$ cat src/logic/hsotm_pkg.sv
// constants shared by the on-time measurement block
package hsotm_pkg;
  // register offsets (byte addresses, one word each)
  localparam logic [3:0] HSOTM_OFF_RESULT  = 4'h0;
  localparam logic [3:0] HSOTM_OFF_CONTROL = 4'h4;
  localparam logic [3:0] HSOTM_OFF_STATUS  = 4'h8;
  localparam logic [3:0] HSOTM_OFF_MASK    = 4'hC;
  // field positions
  localparam int HSOTM_DONE_BIT   = 7;
  localparam int HSOTM_COUNT_W    = 7;
  localparam int HSOTM_CTL_EN_BIT = 0;
  localparam int HSOTM_CTL_RUN_BIT = 1;
  localparam int HSOTM_ST_DONE_BIT = 0;
  localparam int HSOTM_ST_OVF_BIT  = 1;
  // reset values
  localparam logic [7:0] HSOTM_RESULT_RST = 8'h00;
  localparam logic [1:0] HSOTM_CTL_RST    = 2'h0;
  localparam logic [1:0] HSOTM_IRQ_RST    = 2'h0;
  localparam logic [31:0] HSOTM_UNMAPPED  = 32'h0000_0000;
  // measurement states
  typedef enum logic [3:0] {
    HSOTM_IDLE = 4'b0001,
    HSOTM_WAIT = 4'b0010,
    HSOTM_MEAS = 4'b0100,
    HSOTM_DONE = 4'b1000
  } hsotm_state_type;
endpackage : hsotm_pkg

$ cat src/logic/hsotm_core.sv
// high-side on-time measurement with avalon-mm register slave
//
// Decided for this implementation: the Avalon-MM interface to the registers and the register offsets.
`timescale 1ns/10ps
`default_nettype none
module hsotm_core
  import hsotm_pkg::*;
(
  input  wire logic        clk,
  input  wire logic        rst_n,
  input  wire logic [3:0]  avs_address,
  input  wire logic        avs_read,
  input  wire logic        avs_write,
  input  wire logic [31:0] avs_writedata,
  input  wire logic [3:0]  avs_byteenable,
  output logic      [31:0] avs_readdata,
  output logic             avs_waitrequest,
  input  wire logic        high_side_drive,
  output logic             circuit_power_en,
  output logic             irq
);

  // pin synchroniser for the gate drive signal
  logic            drv_meta_ff;
  logic            drv_sync_ff;
  logic            drv_prev_ff;
  // registers
  logic [1:0]      ctl_ff;
  logic [HSOTM_COUNT_W-1:0] count_ff;
  logic            done_ff;
  logic [1:0]      sts_ff;
  logic [1:0]      mask_ff;
  logic [31:0]     rdata_ff;
  logic            ack_ff;
  hsotm_state_type state_ff;
  hsotm_state_type nxt_state;

  // address decode and strobes
  wire        acc      = (avs_read | avs_write) & ~ack_ff;
  wire        wr_hit   = avs_write & ack_ff & avs_byteenable[0]; // commit when wait ends
  wire        wr_ctl   = wr_hit & (avs_address == HSOTM_OFF_CONTROL);
  wire        wr_sts   = wr_hit & (avs_address == HSOTM_OFF_STATUS);
  wire        wr_mask  = wr_hit & (avs_address == HSOTM_OFF_MASK);
  wire        enable   = ctl_ff[HSOTM_CTL_EN_BIT];
  wire        run      = ctl_ff[HSOTM_CTL_RUN_BIT] & enable;
  wire        rise     = drv_sync_ff & ~drv_prev_ff;
  wire        fall     = ~drv_sync_ff & drv_prev_ff;
  wire        sat      = &count_ff;
  wire        ev_done  = (state_ff == HSOTM_MEAS) & fall;
  wire        ev_ovf   = (state_ff == HSOTM_MEAS) & drv_sync_ff & sat;
  wire [1:0]  ev_vec   = {ev_ovf, ev_done};
  wire [7:0]  result   = {done_ff, count_ff};
  wire [31:0] rd_mux   =
    (avs_address == HSOTM_OFF_RESULT)  ? {24'h000000, result} :
    (avs_address == HSOTM_OFF_CONTROL) ? {30'h0, ctl_ff} :
    (avs_address == HSOTM_OFF_STATUS)  ? {30'h0, sts_ff} :
    (avs_address == HSOTM_OFF_MASK)    ? {30'h0, mask_ff} : HSOTM_UNMAPPED;

  assign avs_waitrequest  = (avs_read | avs_write) & ~ack_ff;
  assign avs_readdata     = rdata_ff;
  assign circuit_power_en = enable;
  assign irq              = |(sts_ff & mask_ff);

  // two-flop synchroniser, then edge history
  always_ff @(posedge clk) begin
    if (!rst_n) begin
      drv_meta_ff <= 1'b0;
      drv_sync_ff <= 1'b0;
      drv_prev_ff <= 1'b0;
    end else begin
      drv_meta_ff <= high_side_drive;
      drv_sync_ff <= drv_meta_ff;
      drv_prev_ff <= drv_sync_ff;
    end
  end

  // bus handshake: one wait cycle, data registered
  always_ff @(posedge clk) begin
    if (!rst_n) begin
      ack_ff   <= 1'b0;
      rdata_ff <= HSOTM_UNMAPPED;
    end else begin
      ack_ff   <= acc;
      rdata_ff <= (acc & avs_read) ? rd_mux : rdata_ff;
    end
  end

  // control and mask registers
  always_ff @(posedge clk) begin
    if (!rst_n) begin
      ctl_ff  <= HSOTM_CTL_RST;
      mask_ff <= HSOTM_IRQ_RST;
    end else begin
      if (wr_ctl) ctl_ff <= avs_writedata[1:0];
      if (wr_mask) mask_ff <= avs_writedata[1:0];
    end
  end

  // sticky status; a new event beats a write-one clear
  always_ff @(posedge clk) begin
    if (!rst_n) begin
      sts_ff <= HSOTM_IRQ_RST;
    end else begin
      sts_ff <= (sts_ff & ~(wr_sts ? avs_writedata[1:0] : 2'h0)) | ev_vec;
    end
  end

  // measurement sequencer
  always_comb begin
    nxt_state = state_ff;
    case (state_ff)
      HSOTM_IDLE: if (run) nxt_state = HSOTM_WAIT;
      HSOTM_WAIT: if (!run) nxt_state = HSOTM_IDLE;
                  else if (rise) nxt_state = HSOTM_MEAS;
      HSOTM_MEAS: if (!run) nxt_state = HSOTM_IDLE;
                  else if (fall) nxt_state = HSOTM_DONE;
      HSOTM_DONE: if (!run) nxt_state = HSOTM_IDLE;
      default:    nxt_state = HSOTM_IDLE;
    endcase
  end

  // counter and done flag, owned by hardware alone
  always_ff @(posedge clk) begin
    if (!rst_n) begin
      state_ff <= HSOTM_IDLE;
      count_ff <= HSOTM_RESULT_RST[6:0];
      done_ff  <= HSOTM_RESULT_RST[HSOTM_DONE_BIT];
    end else begin
      state_ff <= nxt_state;
      if (state_ff == HSOTM_IDLE) count_ff <= '0;
      else if (state_ff == HSOTM_WAIT && rise) count_ff <= 7'h01;
      else if (state_ff == HSOTM_MEAS && drv_sync_ff && !sat)
        count_ff <= count_ff + 7'h01;
      done_ff <= (nxt_state == HSOTM_DONE);
    end
  end
endmodule : hsotm_core
`default_nettype wire

$ cat config.mk
export PLATFORM = sky130hd
export DESIGN_NAME = hsotm_core
export DESIGN_NICKNAME = d
export VERILOG_FILES = /design/src/logic/hsotm_pkg.sv /design/src/logic/hsotm_core.sv
export SDC_FILE = /design/constraint.sdc
export NUM_CORES = 1
export LEC_CHECK = 0
export BUFFER_PORTS_ARGS = -buffer_cell sky130_fd_sc_hd__buf_2
export CAP_MARGIN = 10
export CORE_MARGIN = 2
export CORE_UTILIZATION = 44
export CTS_CLUSTER_SIZE = 8
export DETAILED_ROUTE_END_ITERATION = 10
export GPL_ROUTABILITY_DRIVEN = 1
export HOLD_SLACK_MARGIN = 0.06
export PLACE_DENSITY = 0.9
export SETUP_SLACK_MARGIN = 0.02
export SYNTH_ARGS = -nofsm -noshare
export SYNTH_HDL_FRONTEND = slang
export SYNTH_SLANG_ARGS = --single-unit
export TNS_END_PERCENT = 100
$ cat constraint.sdc
create_clock -name clk -period 2 [get_ports clk]
set_input_delay 0.6 -clock clk [delete_from_list [all_inputs] [get_ports clk]]
set_output_delay 0.6 -clock clk [all_outputs]
set_load 0.01 [all_outputs]
==> run summary <==
Sink Count = 30
largest net degree at the start of global routing = 21
routed wire length = 2660 um
layout cells sized above 1 = 20.9%
Startpoint Class = flop
P_leak = 0.663 nW
RSZ-0062 raised after global routing = no
CP Capture Type = flop
routed vias = 1169
Final Setup Violations = 0
top cell type's share of synthesized area = 39.5%
Syn Std Cell Area = 0.00152 mm2
final period utilization = 82.4%
H-tree depth = 2
Nets = 236
core footprint = 0.00334 mm2
post-synthesis register bit count = 30
synthesis-to-layout area growth = 8.40%
Max Cap Violations = 0
post-CTS setup buffers = 0
antenna violations before repair = 0
RR Startpoint = state_ff[2]$_SDFF_PN0_
status = completed
Avg Cell Area, Syn = 9.21 um2
skew final = 0.00587 ns
WL/cell = 11.2 um
Detailed Place HPWL = 2090 um
setup_tns = 0 ns
TritonCTS clock tree = done
routed vias/inst = 4.93
ys flop type = dfxtp_1
CP required = 2.26 ns
Inserted Clock Buffers = 5
Die Area = 0.00394 mm2
DRT iter0 DRCs = 82
Synth cell types = 38
row cnt = 21
Worst setup startpoint = state_ff[2]$_SDFF_PN0_
post-synthesis sequential area ratio = 39.5%
worst hold path type = reg2reg
CTS Buffer Depth = 2
worst min-delay path startpoint = drv_meta_ff$_SDFF_PN0_
Die Wd = 62.8 um
clock root buffer = clkbuf_4
type of the worst setup path = reg2reg
Worst-path clk slew = 0.09 ns
Placer Congestion = 0.779
grt ovf = 0
YS warnings = 0
Arrival @ worst endpoint = 1.91 ns
post-route core utilization = 49.4%
global-route wire length before repair = 4610 um
top cells by area, synth = dfxtp_1 (40%), buf_4 (12%), nor2b_1 (4.1%)
io pins = 80
Slew Limit Fails = 0
DR pass1 iterations = 4
count of flip-flops with a built-in enable after synthesis = 0
commonest non-fill, non-tap cell in the layout = dfxtp_1
Syn Inst Count = 165
critical path peak fanout = 8
DRC viols = 0
CTS resizes = 0
Final ANT Viol Nets = 0
commonest cells after routing, fill and taps aside = dfxtp_1 (30), conb_1 (24), buf_2 (22), nor2b_1 (10), nand2_1 (10)
Hold-fix buffers, CTS = 0
post-synth top area cell = dfxtp_1
Starting Density = 45.6%
Final Hold Vio Count = 0
Hold Path Depth = 1
die height = 62.8 um
f_max = 607 MHz
IO buf count = 22
power density over cell area = 635 mW/mm2
Peak VDD IR = 0.282 mV
R2R depth = 4
Post-synth ARST share = 0%
# placed instances = 229
Final Non-Filler Cells = 237
GRT Resource Usage Total = 14.8%
Clk Latency, worst-skew pair = 0.33 ns
Antenna diodes = 0
Min Clock Period, post-route = 1.65 ns
vias in the first global route = 1073
==> final cells by class <==
| cell class | instances | area [um2] |
|---|---|---|
| Fill cell | 322 | 1690 |
| Clock buffer | 7 | 55.1 |
| Inverter | 3 | 11.3 |
| Tap cell | 46 | 57.6 |
| Sequential cell | 30 | 601 |
| Clock inverter | 1 | 5.00 |
| Multi-Input combinational cell | 126 | 793 |
| Timing Repair Buffer | 24 | 125 |
==> path summary, 6_finish.rpt <==
check             slack [ns]                       end
setup / recovery        0.35  count_ff[3]$_SDFFE_PP0P_
setup reg to reg        0.35  count_ff[3]$_SDFFE_PP0P_
hold / removal          0.44    drv_sync_ff$_SDFF_PN0_
hold reg to reg         0.44    drv_sync_ff$_SDFF_PN0_
==> synthesized netlist by cell type (2+ instances only) <==
cell / instances
a21oi_1: 7
a22oi_1: 8
and2_1: 4
buf_2: 2
buf_4: 24
clkbuf_1: 3
dfxtp_1: 30
inv_1: 3
mux2i_1: 3
mux4_2: 2
nand2_1: 10
nand2b_1: 3
nand3_1: 8
nand4_1: 2
nor2_1: 8
nor2b_1: 10
nor3_1: 4
nor4_1: 4
o21ai_0: 7
o21ba_2: 2
or3_1: 2
xor2_1: 3
==> metal layers <==
metal,share of wire (%),track usage [%],routed length [um],up-vias
met5,0,0,0,-
met4,0.79,6.94,21,0
met1,41,17.0,1090,526
met2,51,25.4,1360,46
li1,-,-,-,593
met3,7.1,4.32,189,4
==> through the flow <==
stage               power [mW]  area [um2]  hold slack, ns  setup slack [ns]
finish                    1.05        1650           0.444             0.352
global route              1.08        1650           0.473             0.250
CTS                       1.05        1650           0.456             0.352
detailed placement       0.686        1590           0.438             0.215
global placement         0.684        1590           0.427             0.241
floorplan                0.696        1610           0.412             0.407
==> kinds of logic (layout without fill, tap and decap cells) <==
logic type | after synthesis | in the layout | synth area share (%)
compound gates | 32 | 32 | 15.1
xor+xnor | 3 | 3 | 1.73
fa+ha+maj | 1 | 1 | 0.823
buf+inv | 32 | 35 | 14.0
flops | 30 | 30 | 39.5
mux | 5 | 5 | 4.94
other cells | 1 | 24 | 0.247
simple gates | 61 | 61 | 23.7
==> critical path, stage by stage, from the launching register on <==
cell,delay (ns)
dfxtp_1,0.48
nor4b_4,0.38
o211ai_4,0.17
or3_1,0.39
a21oi_1,0.16
==> where the power goes <==
part / internal, mW / switching, mW
sequential: 0.601 / 0.00379
combinational: 0.0221 / 0.0451
clock: 0.170 / 0.205
==> registers in the layout, indices dropped and copies added (netlist names), 2 cells and up <==
signal	count
state_ff	4
ctl_ff	2
avs_readdata	8
count_ff	7
sts_ff	2
mask_ff	2
Note: power is estimated with default switching activity, not from simulation.
